<file path="src/common/gio_defs.svh">
`ifndef GIO_DEFS_SVH
`define GIO_DEFS_SVH

// Register indices on the data-memory port
`define GIO_ADDR_W        4
`define GIO_OFS_A_DATA    4'h0
`define GIO_OFS_A_DIR     4'h1
`define GIO_OFS_A_PU      4'h2
`define GIO_OFS_A_WAKE    4'h3
`define GIO_OFS_B_DATA    4'h4
`define GIO_OFS_B_DIR     4'h5
`define GIO_OFS_B_PU      4'h6
`define GIO_OFS_C_DATA    4'h7
`define GIO_OFS_C_DIR     4'h8
`define GIO_OFS_C_PU      4'h9

// Reset values, sliced to each port's width
`define GIO_RST_DATA      8'hff
`define GIO_RST_DIR       8'hff
`define GIO_RST_PULLUP    8'h00
`define GIO_RST_WAKE      8'h00
`define GIO_RD_IDLE       8'h00

// Fixed resistors on the second port
`define GIO_B_FIXED_PU    8'h18
`define GIO_B_FIXED_PD    8'h20

`endif

</file>
<file path="src/common/gio_pkg.sv">
package gio_pkg;

  // Power mode reported by the mode controller
  typedef enum logic [1:0] {
    gio_mode_fast,
    gio_mode_slow,
    gio_mode_idle,
    gio_mode_sleep
  } gio_power_mode_t;

  // Wake detector state
  typedef enum logic [1:0] {
    gio_wk_off,
    gio_wk_armed,
    gio_wk_fired
  } gio_wake_state_t;

endpackage : gio_pkg

</file>
<file path="src/verilog/gio_top.sv">
`timescale 1ns/10ps
`include "gio_defs.svh"

// How it works
// - Two byte ports, third has two pins
// - Input pin reads sample live pins, no latch
// - Output latch holds until next write
// - Per-pin pull-up enable, resets to zero
// - Pull-up only where pin function allows, either direction
// - Second port pins three, four: fixed pull-up
// - Second port pin five: fixed pull-down
// - Falling edge on port A wakes device
// - Per-pin wake enable, resets to zero
// - Wake only for GPIO inputs in low power
// - Power-on sets data, direction all ones
// - Low-power watchdog leaves port registers alone
// - Direction one is input, zero drives
// - Output pins read back the latch
module gio_top (
  input  wire logic                     i_clock,
  input  wire logic                     i_rst_b,
  input  wire logic                     i_wdt_timeout,
  input  gio_pkg::gio_power_mode_t      i_power_mode,
  input  wire logic [`GIO_ADDR_W-1:0]   i_addr,
  input  wire logic                     i_wr_en,
  input  wire logic                     i_rd_en,
  input  wire logic [7:0]               i_wdata,
  output logic      [7:0]               o_rdata,
  input  wire logic [7:0]               i_port_a_pin,
  input  wire logic [7:0]               i_port_a_pu_allow,
  input  wire logic [7:0]               i_port_a_gpio_sel,
  output logic      [7:0]               o_port_a_out,
  output logic      [7:0]               o_port_a_oe,
  output logic      [7:0]               o_port_a_pullup,
  input  wire logic [7:0]               i_port_b_pin,
  input  wire logic [7:0]               i_port_b_pu_allow,
  output logic      [7:0]               o_port_b_out,
  output logic      [7:0]               o_port_b_oe,
  output logic      [7:0]               o_port_b_pullup,
  output logic      [7:0]               o_port_b_fixed_pullup,
  output logic      [7:0]               o_port_b_fixed_pulldown,
  input  wire logic [1:0]               i_port_c_pin,
  input  wire logic [1:0]               i_port_c_pu_allow,
  output logic      [1:0]               o_port_c_out,
  output logic      [1:0]               o_port_c_oe,
  output logic      [1:0]               o_port_c_pullup,
  output logic                          o_wake_req
);

  ////////////////////////////////////////////////////////////////////////////
  // Decode and reset qualification

  localparam logic [7:0] RstWake = `GIO_RST_WAKE;

  logic       low_power;
  logic       wdt_rst;
  logic [7:0] wake_q;
  logic [7:0] wake_d;
  logic [7:0] wake_arm;
  logic [7:0] rdata_q;
  logic [7:0] rdata_d;
  logic [7:0] a_rd_data;
  logic [7:0] a_rd_dir;
  logic [7:0] a_rd_pu;
  logic [7:0] a_dir;
  logic [7:0] b_rd_data;
  logic [7:0] b_rd_dir;
  logic [7:0] b_rd_pu;
  logic [7:0] c_rd_data;
  logic [7:0] c_rd_dir;
  logic [7:0] c_rd_pu;

  // Write strobe for one register index
  function automatic logic wr_hit(input logic [`GIO_ADDR_W-1:0] addr,
                                  input logic                   wr,
                                  input logic [`GIO_ADDR_W-1:0] ofs);
    wr_hit = wr && (addr == ofs);
  endfunction : wr_hit

  assign low_power = (i_power_mode == gio_pkg::gio_mode_idle) ||
                     (i_power_mode == gio_pkg::gio_mode_sleep);

  // watchdog in idle or sleep is ignored here
  // watchdog in fast or slow acts as reset
  assign wdt_rst = i_wdt_timeout && !low_power;

  ////////////////////////////////////////////////////////////////////////////
  // The three ports

  gio_port #(.W(8)) u_port_a (
    .i_clock    (i_clock),
    .i_rst_b    (i_rst_b),
    .i_wdt_rst  (wdt_rst),
    .i_wr_data  (wr_hit(i_addr, i_wr_en, `GIO_OFS_A_DATA)),
    .i_wr_dir   (wr_hit(i_addr, i_wr_en, `GIO_OFS_A_DIR)),
    .i_wr_pu    (wr_hit(i_addr, i_wr_en, `GIO_OFS_A_PU)),
    .i_wdata    (i_wdata),
    .i_pin      (i_port_a_pin),
    .i_pu_allow (i_port_a_pu_allow),
    .o_out      (o_port_a_out),
    .o_oe       (o_port_a_oe),
    .o_pullup   (o_port_a_pullup),
    .o_dir      (a_dir),
    .o_rd_data  (a_rd_data),
    .o_rd_dir   (a_rd_dir),
    .o_rd_pu    (a_rd_pu)
  );

  gio_port #(.W(8)) u_port_b (
    .i_clock    (i_clock),
    .i_rst_b    (i_rst_b),
    .i_wdt_rst  (wdt_rst),
    .i_wr_data  (wr_hit(i_addr, i_wr_en, `GIO_OFS_B_DATA)),
    .i_wr_dir   (wr_hit(i_addr, i_wr_en, `GIO_OFS_B_DIR)),
    .i_wr_pu    (wr_hit(i_addr, i_wr_en, `GIO_OFS_B_PU)),
    .i_wdata    (i_wdata),
    .i_pin      (i_port_b_pin),
    .i_pu_allow (i_port_b_pu_allow),
    .o_out      (o_port_b_out),
    .o_oe       (o_port_b_oe),
    .o_pullup   (o_port_b_pullup),
    .o_dir      (),
    .o_rd_data  (b_rd_data),
    .o_rd_dir   (b_rd_dir),
    .o_rd_pu    (b_rd_pu)
  );

  // third port carries two pins only
  gio_port #(.W(2)) u_port_c (
    .i_clock    (i_clock),
    .i_rst_b    (i_rst_b),
    .i_wdt_rst  (wdt_rst),
    .i_wr_data  (wr_hit(i_addr, i_wr_en, `GIO_OFS_C_DATA)),
    .i_wr_dir   (wr_hit(i_addr, i_wr_en, `GIO_OFS_C_DIR)),
    .i_wr_pu    (wr_hit(i_addr, i_wr_en, `GIO_OFS_C_PU)),
    .i_wdata    (i_wdata),
    .i_pin      (i_port_c_pin),
    .i_pu_allow (i_port_c_pu_allow),
    .o_out      (o_port_c_out),
    .o_oe       (o_port_c_oe),
    .o_pullup   (o_port_c_pullup),
    .o_dir      (),
    .o_rd_data  (c_rd_data),
    .o_rd_dir   (c_rd_dir),
    .o_rd_pu    (c_rd_pu)
  );

  // fixed pull-ups, wired beside the switched ones
  assign o_port_b_fixed_pullup = `GIO_B_FIXED_PU;
  // fixed pull-down, cost of pull-up is the user's
  assign o_port_b_fixed_pulldown = `GIO_B_FIXED_PD;

  ////////////////////////////////////////////////////////////////////////////
  // Port A wake enables and detector

  // wake enables, cleared by any full reset
  always_comb begin
    wake_d = wake_q;
    if (!i_rst_b || wdt_rst) begin
      wake_d = RstWake;
    end else if (wr_hit(i_addr, i_wr_en, `GIO_OFS_A_WAKE)) begin
      wake_d = i_wdata;
    end
  end

  always_ff @(posedge i_clock) begin
    wake_q <= wake_d;
  end

  assign wake_arm = wake_q & a_dir & i_port_a_gpio_sel;

  // detector only fires while in idle or sleep
  gio_wake #(.W(8)) u_wake (
    .i_clock     (i_clock),
    .i_rst_b     (i_rst_b),
    .i_pin       (i_port_a_pin),
    .i_arm       (wake_arm),
    .i_low_power (low_power),
    .o_wake_req  (o_wake_req)
  );

  ////////////////////////////////////////////////////////////////////////////
  // Read port

  // Read captures pins in the read cycle; idle keeps last value
  always_comb begin
    rdata_d = rdata_q;
    if (!i_rst_b) begin
      rdata_d = `GIO_RD_IDLE;
    end else if (i_rd_en) begin
      case (i_addr)
        `GIO_OFS_A_DATA: rdata_d = a_rd_data;
        `GIO_OFS_A_DIR:  rdata_d = a_rd_dir;
        `GIO_OFS_A_PU:   rdata_d = a_rd_pu;
        `GIO_OFS_A_WAKE: rdata_d = wake_q;
        `GIO_OFS_B_DATA: rdata_d = b_rd_data;
        `GIO_OFS_B_DIR:  rdata_d = b_rd_dir;
        `GIO_OFS_B_PU:   rdata_d = b_rd_pu;
        `GIO_OFS_C_DATA: rdata_d = c_rd_data;
        `GIO_OFS_C_DIR:  rdata_d = c_rd_dir;
        `GIO_OFS_C_PU:   rdata_d = c_rd_pu;
        default:         rdata_d = `GIO_RD_IDLE;
      endcase
    end
  end

  always_ff @(posedge i_clock) begin
    rdata_q <= rdata_d;
  end

  assign o_rdata = rdata_q;
endmodule : gio_top

</file>
<file path="src/verilog/gio_port.sv">
`timescale 1ns/10ps
`include "gio_defs.svh"

module gio_port #(
  parameter int W = 8
) (
  input  wire logic         i_clock,
  input  wire logic         i_rst_b,
  input  wire logic         i_wdt_rst,
  input  wire logic         i_wr_data,
  input  wire logic         i_wr_dir,
  input  wire logic         i_wr_pu,
  input  wire logic [7:0]   i_wdata,
  input  wire logic [W-1:0] i_pin,
  input  wire logic [W-1:0] i_pu_allow,
  output logic      [W-1:0] o_out,
  output logic      [W-1:0] o_oe,
  output logic      [W-1:0] o_pullup,
  output logic      [W-1:0] o_dir,
  output logic      [7:0]   o_rd_data,
  output logic      [7:0]   o_rd_dir,
  output logic      [7:0]   o_rd_pu
);

  localparam logic [7:0] RstData = `GIO_RST_DATA;
  localparam logic [7:0] RstDir  = `GIO_RST_DIR;
  localparam logic [7:0] RstPu   = `GIO_RST_PULLUP;

  if (W < 1 || W > 8) begin : g_bad_width
    $error("gio_port: width must be 1 to 8");
  end

  logic [W-1:0] data_q;
  logic [W-1:0] data_d;
  logic [W-1:0] dir_q;
  logic [W-1:0] dir_d;
  logic [W-1:0] pu_q;
  logic [W-1:0] pu_d;

  // Inputs show the live pin, outputs show the latch
  function automatic logic [W-1:0] pin_view(input logic [W-1:0] dir,
                                            input logic [W-1:0] latch,
                                            input logic [W-1:0] pin);
    pin_view = (dir & pin) | (~dir & latch);
  endfunction : pin_view

  // Next register values; a power-on or run-mode watchdog reset wins
  always_comb begin
    data_d = data_q;
    dir_d  = dir_q;
    pu_d   = pu_q;
    if (!i_rst_b || i_wdt_rst) begin
      data_d = RstData[W-1:0];
      dir_d  = RstDir[W-1:0];
      pu_d   = RstPu[W-1:0];
    end else begin
      if (i_wr_data) begin
        data_d = i_wdata[W-1:0];
      end
      if (i_wr_dir) begin
        dir_d = i_wdata[W-1:0];
      end
      if (i_wr_pu) begin
        pu_d = i_wdata[W-1:0];
      end
    end
  end

  always_ff @(posedge i_clock) begin
    data_q <= data_d;
    dir_q  <= dir_d;
    pu_q   <= pu_d;
  end

  // Pad controls and readback
  assign o_out = data_q;
  assign o_oe = ~dir_q;
  // pull-up only where the pin function allows
  assign o_pullup = pu_q & i_pu_allow;
  assign o_dir = dir_q;
  // live pin, not latched; latch for outputs
  assign o_rd_data = 8'(pin_view(dir_q, data_q, i_pin));
  assign o_rd_dir = 8'(dir_q);
  assign o_rd_pu = 8'(pu_q);

endmodule : gio_port

</file>
<file path="src/verilog/gio_wake.sv">
`timescale 1ns/10ps

module gio_wake #(
  parameter int W = 8
) (
  input  wire logic         i_clock,
  input  wire logic         i_rst_b,
  input  wire logic [W-1:0] i_pin,
  input  wire logic [W-1:0] i_arm,
  input  wire logic         i_low_power,
  output logic              o_wake_req
);

  if (W < 1) begin : g_bad_width
    $error("gio_wake: width must be at least 1");
  end

  logic [W-1:0]               sync1_q;
  logic [W-1:0]               sync1_d;
  logic [W-1:0]               sync2_q;
  logic [W-1:0]               sync2_d;
  logic [W-1:0]               prev_q;
  logic [W-1:0]               prev_d;
  logic                       req_q;
  logic                       req_d;
  logic [W-1:0]               fall;
  gio_pkg::gio_wake_state_t   state_q;
  gio_pkg::gio_wake_state_t   state_d;

  assign fall = prev_q & ~sync2_q & i_arm;

  // Sync chain resets high so a released reset sees no false edge
  always_comb begin
    sync1_d = i_pin;
    sync2_d = sync1_q;
    prev_d  = sync2_q;
    state_d = state_q;
    req_d   = 1'b0;
    if (!i_rst_b) begin
      sync1_d = '1;
      sync2_d = '1;
      prev_d  = '1;
      state_d = gio_pkg::gio_wk_off;
    end else begin
      case (state_q)
        gio_pkg::gio_wk_off: begin
          if (i_low_power) begin
            state_d = gio_pkg::gio_wk_armed;
          end
        end
        gio_pkg::gio_wk_armed: begin
          if (!i_low_power) begin
            state_d = gio_pkg::gio_wk_off;
          // one request per stay in low power
          end else if (|fall) begin
            req_d   = 1'b1;
            state_d = gio_pkg::gio_wk_fired;
          end
        end
        gio_pkg::gio_wk_fired: begin
          if (!i_low_power) begin
            state_d = gio_pkg::gio_wk_off;
          end
        end
        default: begin
          state_d = gio_pkg::gio_wk_off;
        end
      endcase
    end
  end

  // two-stage synchroniser, edge seen past it
  always_ff @(posedge i_clock) begin
    sync1_q <= sync1_d;
    sync2_q <= sync2_d;
    prev_q  <= prev_d;
    state_q <= state_d;
    req_q   <= req_d;
  end

  assign o_wake_req = req_q;

endmodule : gio_wake

</file>
<file path="config.mk">
export PLATFORM = sky130hd
export DESIGN_NAME = gio_top
export DESIGN_NICKNAME = d
export VERILOG_FILES = /design/src/common/gio_pkg.sv /design/src/verilog/gio_top.sv /design/src/verilog/gio_port.sv /design/src/verilog/gio_wake.sv
export VERILOG_INCLUDE_DIRS = /design/src /design/src/common
export SDC_FILE = /design/constraint.sdc
export NUM_CORES = 1
export LEC_CHECK = 0
export ABC_AREA = 0
export BUFFER_PORTS_ARGS = -buffer_cell sky130_fd_sc_hd__buf_4
export CAP_MARGIN = 10
export CELL_PAD_IN_SITES_DETAIL_PLACEMENT = 1
export CELL_PAD_IN_SITES_GLOBAL_PLACEMENT = 1
export CORE_UTILIZATION = 25
export DETAILED_ROUTE_END_ITERATION = 8
export GPL_TIMING_DRIVEN = 0
export PLACE_DENSITY = 0.64
export SLEW_MARGIN = 10
export SYNTH_ARGS = -nofsm -noshare
export SYNTH_HDL_FRONTEND = slang
export SYNTH_SLANG_ARGS = --single-unit
</file>
<file path="constraint.sdc">
create_clock -name i_clock -period 1.44 [get_ports i_clock]
set_clock_uncertainty 0.15 [all_clocks]
set_input_delay 0.288 -clock i_clock [delete_from_list [all_inputs] [get_ports i_clock]]
set_output_delay 0.288 -clock i_clock [all_outputs]
set_load 0.05 [all_outputs]
</file>
== After elaboration in Yosys (flattened, before gate mapping) ==
Index checks and enable logic that the tools add are counted.
Storage, ports and cells
  register bits: 97
  output and inout port bits: 79
Cells by class
  eq/ne operators: 16
  bitwise logic cells: 20
  mux-type cells: 7
  reductions and logical operators: 20
Operator list (number)
  $and A8 B8 Y8: 10
  $pmux W8 S10: 1
  $not A8 Y8: 3
  $eq A4 B3 Y1 const B: 4
  $or A8 B8 Y8: 2
  $logic_and A1 B1 Y1: 11
  $eq A4 B2 Y1 const B: 2
  $eq A4 B4 Y1 const B: 2
  $mux W2: 4
  $reduce_or A8 Y1: 1
  $and A2 B2 Y2: 3
  $eq A2 B2 Y1 const B: 3
  $pmux W2 S3: 1
  $reduce_and A3 Y1: 2
  $eq A4 B1 Y1 const B: 1
  $logic_not A4 Y1: 1
  $ne A3 B3 Y1 const B: 1
  $eq A2 B1 Y1 const B: 1
  $logic_not A1 Y1: 2
  $logic_not A2 Y1: 1
  $logic_or A1 B1 Y1: 2
  $ne A2 B1 Y1 const B: 1
  $ne A2 B2 Y1 const B: 1
  $not A2 Y2: 1
  2 further kinds: 2

== Depth between registers and ports, before layout ==
  depth in word-level cells: 7
  depth in mapped cells: 7

== Hierarchy ==
From an unflattened synthesis, not the netlist that was laid out.
Second synthesis, totals
  cell total of the unflattened synthesis: 575
  area total of the unflattened synthesis: 5195.0 µm²
Modules (own cells, without submodules)
  gio_port (u_port_a ...): instances 2, area an instance 1121.1 µm², cells an instance 113, sequential area each 480.5 µm²
  gio_top: instances 1, area an instance 1719.1 µm², cells an instance 231, sequential area each 320.3 µm²
  gio_wake: instances 1, area an instance 807.0 µm², cells an instance 71, sequential area each 540.5 µm²
  gio_port (u_port_c): instances 1, area an instance 426.7 µm², cells an instance 47, sequential area each 120.1 µm²

== Least setup slack after synthesis ==
OpenSTA, ideal clock, no wires.
  kind: input-to-reg
  from: in i_addr[1]
  to: reg rdata_q[0] (netlist: o_rdata[0])
  path slack: -0.055 ns
  stages: 7
  required time: 1.159 ns
  arrival time: 1.214 ns
  buffers on the path: 2
  path through: buf_6 -> and2b_1 -> buf_6 -> a32oi_1 -> o21ai_0 -> a311oi_1 -> a211oi_1
On the way
  word-level cells in the longest chain between the ends: 2
  elaborated cells between the ends (all ways): 11
  classes of those cells: eq/ne (9); mux (1); reduce/logical (1)
RTL lines
  start, declared: line gio_top.sv:24  | input wire logic [`GIO_ADDR_W-1:0] i_addr,
  $eq A4 B4 Y1 (tied with other cells): line gio_top.sv:191  | case (i_addr)
  $pmux W8 S10 (*): line gio_top.sv:191
  end signal, assigned: line gio_top.sv:208  | rdata_q <= rdata_d;
  end, declared: line gio_top.sv:60  | logic [7:0] rdata_q;
Mark *: on every way between the ends. The rest lies on a longest branch, timed or not.
A chain may end at the register's enable or synchronous reset.

== Worst setup path in the final report ==
  from: reg u_port_b.pu_q[0] (netlist: u_port_b.o_rd_pu[0])
  to: reg rdata_q[0] (netlist: o_rdata[0])
On the way
  word-level cells in the longest chain between the ends: 1
RTL lines
  start, declared: line gio_port.sv:37  | logic [W-1:0] pu_q;
  start signal, assigned: line gio_port.sv:72  | pu_q <= pu_d;
  $pmux W8 S10: line gio_top.sv:191
Every way passes these cells.

==> impl_results.md <==
* Status: complete, but fails checks
* Failing checks: negative setup slack
* Skew-Pair Late Insertion Delay at between 0.3 and 0.4 ns
* Crit path DAT at between 1.5 and 2 ns
* Initial Util at between 20% and 30%
* DP HPWL at 12300 microns
* Vias in the first global route at about 4600
* H-Tree Level Count at 3
* Fin. max-slew vios at 0
* RSZ-0062 raised after global routing: yes
* Cell Pwr Density at 949 mW/mm^2
* CTS tree: built
* Critical Path Source: u_port_b.o_rd_pu[0]$_SDFFE_PP0P_
* Total wire length at roughly 16000 microns
* Max-cap violations at 0
* Leakage at between 0.003 and 0.004 uW
* Fin area at approximately 0.0066 sq mm
* Pin count of the biggest net entering global routing at 20
* Starting DRT DRC Count at approximately 220
* Max-slew headroom at 56.6%
* Post-DR vias/cell at roughly 4.8
* Final worst slack at -0.0367 ns
* Share of layout cells above drive strength 1 at about two fifths
* Clk sinks at between 90 and 100
* Ys flop type: dfxtp_1
* Delay-heaviest family, CP: compound AO/OA/AOI/OAI gates
* # IOs at 142
* Antenna violations before repair at 0
* Seq/Total Area, Yosys at 44.2%
* Chip Width at 135 microns
* Avg Inst Size Synth at 8.87 sq um
* Number of nets in the layout at about 730
* Nature of the critical path endpoint: register
* Root Driver: clkbuf_16
* Worst EP required at ~1.5 ns
* Setup CP Type: reg2reg
* TritonCTS buffer count at 9
* Crit-path slowest cell: dfxtp_2
* Antenna cells at 0
* Clock buffer depth at 2
* Metal-1 WL at 7050 microns
* Final hold vios at 0
* Bufs and invs on worst path at 1
* Hold Crit Start: i_wdata[2]
* Worst hold path class: in2reg
* PortBufs at 122
* Met3 WL at roughly 830 microns
* Synth top area cells: dfxtp_1 (44%), mux2i_1 (9.1%), nand2_1 (5.3%), nand2b_1 (3.7%), buf_4 (3.2%)
* Startpoint type of the worst setup path: register
* CP max stage delay at roughly 0.33 ns
* Share of the synthesized area in the top cell type at between 40 and 50%
* TritonRoute pass-1 iters at 4
* Crit-path cells: buf_6, a32oi_1, o21ai_1, a311oi_2, a211oi_2
* Top-count cell post-synth: dfxtp_1
* Worst Tran Pin Value at between 0.6 and 0.7 ns
* Setup violations, final at 1
* First-pass GRT wire length at ~25000 microns
* Max Used Layer: met4
* Reg2reg start: u_port_b.o_rd_pu[0]$_SDFFE_PP0P_
* Post-synth EDFFs at 0
* Number of nets still failing antenna checks after routing at 0
* Core area at between 0.015 and 0.02 sq mm
* Die ar. at around 0.018 sq mm
* GRT overflow at 0
* Syn Inst Count at 495
* Maximum vdd ir drop at ~0.00060 V
* Post-synth top area cell: dfxtp_1
* Tcrit/Tclk final at 103%
* Register bit total from synthesis at 97
* Routability congestion estimate at about 0.9
* Placed cell areas at roughly 0.0056 sq mm
* Wire per inst at about 18 microns
* Post-Syn Area at 0.00439 sq mm
* Reg clk slew, reported paths at about 0.07 ns
* Routed via count at roughly 4300
* Gr usage total at ~18%
* Syn. warnings at 0
* Util after Layout at approximately two fifths
* # DRC at 0
* P&R area growth vs syn at 49.9%
* WL met2 at about 8100 microns
* Worst-path fanout max at 2
* Top post-synthesis cells by count: dfxtp_1 (97), nand2_1 (62), mux2i_1 (40), nor2_1 (31), nand2b_1 (26)
* Async SR Flop Fraction at 0%
* Number of fill cells at 2032
* Netlist cell types at 45
* Max frequency at 677 MHz
* Site row count at 48
* Setup TNS at -0.0367 ns
* Die height at around 130 microns
* Tmin final at ~1.5 ns
-- layer usage --
metal / vias to the layer above / track usage (%)
li1: 2043 / -
met1: 2140 / 22.2
met2: 128 / 31.4
met3: 26 / 3.23
met4: 0 / 6.87
met5: - / 0
-- worst paths after layout --
path         slack [ns]                             end  depth (start not counted)
min reg2reg        0.26    u_wake.sync2_q[6]$_SDFF_PN1_                          1
max               -0.04         o_rdata[0]$_SDFFE_PN0P_                          5
min                0.07  u_port_b.o_out[2]$_SDFFE_PP1P_                          3
max reg2reg       -0.04         o_rdata[0]$_SDFFE_PN0P_                          5
-- through the flow --
stage | worst slack (ns) | hold slack (ns) | std cells | total power (uW)
after global placement | -0.591 | 0.239 | 856 | 3620
after floorplan | -0.0548 | 0.236 | 509 | 3310
after CTS | -0.0425 | 0.0667 | 895 | 6260
after global routing | -0.114 | 0.0716 | 901 | 6460
after detailed placement | -0.669 | 0.244 | 856 | 3630
final | -0.0367 | 0.0734 | 901 | 6250
-- placed cells by master, fill, tap and decap left out, types with 11 or more instances in the layout --
master | synthesis | layout
and2_4 | 0 | 15
buf_4 | 19 | 125
buf_6 | 4 | 32
conb_1 | 2 | 16
dfxtp_1 | 97 | 66
dfxtp_2 | 0 | 22
mux2i_1 | 40 | 38
nand2_1 | 62 | 61
nand2b_1 | 26 | 26
nand3_1 | 19 | 18
nand4_1 | 11 | 11
nor2_1 | 31 | 31
o211ai_1 | 16 | 16
o21ai_0 | 19 | 14
-- sequential cells by signal, indices dropped and copies added, names as in the netlist, 8 cells and up --
register,flops
o_rdata,8
u_port_a.o_dir,8
u_port_a.o_out,8
u_port_a.o_rd_pu,8
u_port_b.o_dir,8
u_port_b.o_out,8
u_port_b.o_rd_pu,8
u_wake.prev_q,8
u_wake.sync1_q,8
u_wake.sync2_q,8
wake_q,8
-- cells by family after synthesis --
family                 synth area share [%]
other                                 0.171
buffers and inverters                  7.95
and+or+nand+nor                        25.0
DFF                                    44.2
AOI/OAI and AO/OA                      11.8
muxes                                  10.9
-- final cells by class --
class | instances | area (sq um) | share of cell area (%)
sequential | 97 | 2000 | 30.4
tap | 225 | 282 | 4.28
clock inverter | 7 | 95.1 | 1.44
clock buffer | 9 | 225 | 3.42
timing repair buffer | 152 | 1330 | 20.3
inverter | 20 | 75.1 | 1.14
buffer | 42 | 300 | 4.56
multi-input combinational | 349 | 2270 | 34.4
-- repair_timing --
item / in CTS / in global routing
buffers inserted: 16 / 8
gates resized for setup: 80 / 64
endpoints found under the setup margin: 83 / 84
hold buffers: 8 / 0
pin swaps: 0 / 14
endpoints found under the hold margin: 8 / 0
-- tightest hold or removal path: stages --
cell	delay, ns
buf_4	0.13
nand2_1	0.06
nand3_1	0.07
-- report_power, final --
group | internal, uW | leakage (uW) | switching, uW | total [uW]
Combinational | 350 | 0.00216 | 530 | 880
Clock | 1400 | 0.000157 | 1200 | 2600
Sequential | 2720 | 0.000797 | 38.1 | 2760
Power figures use the tool's default switching activity.
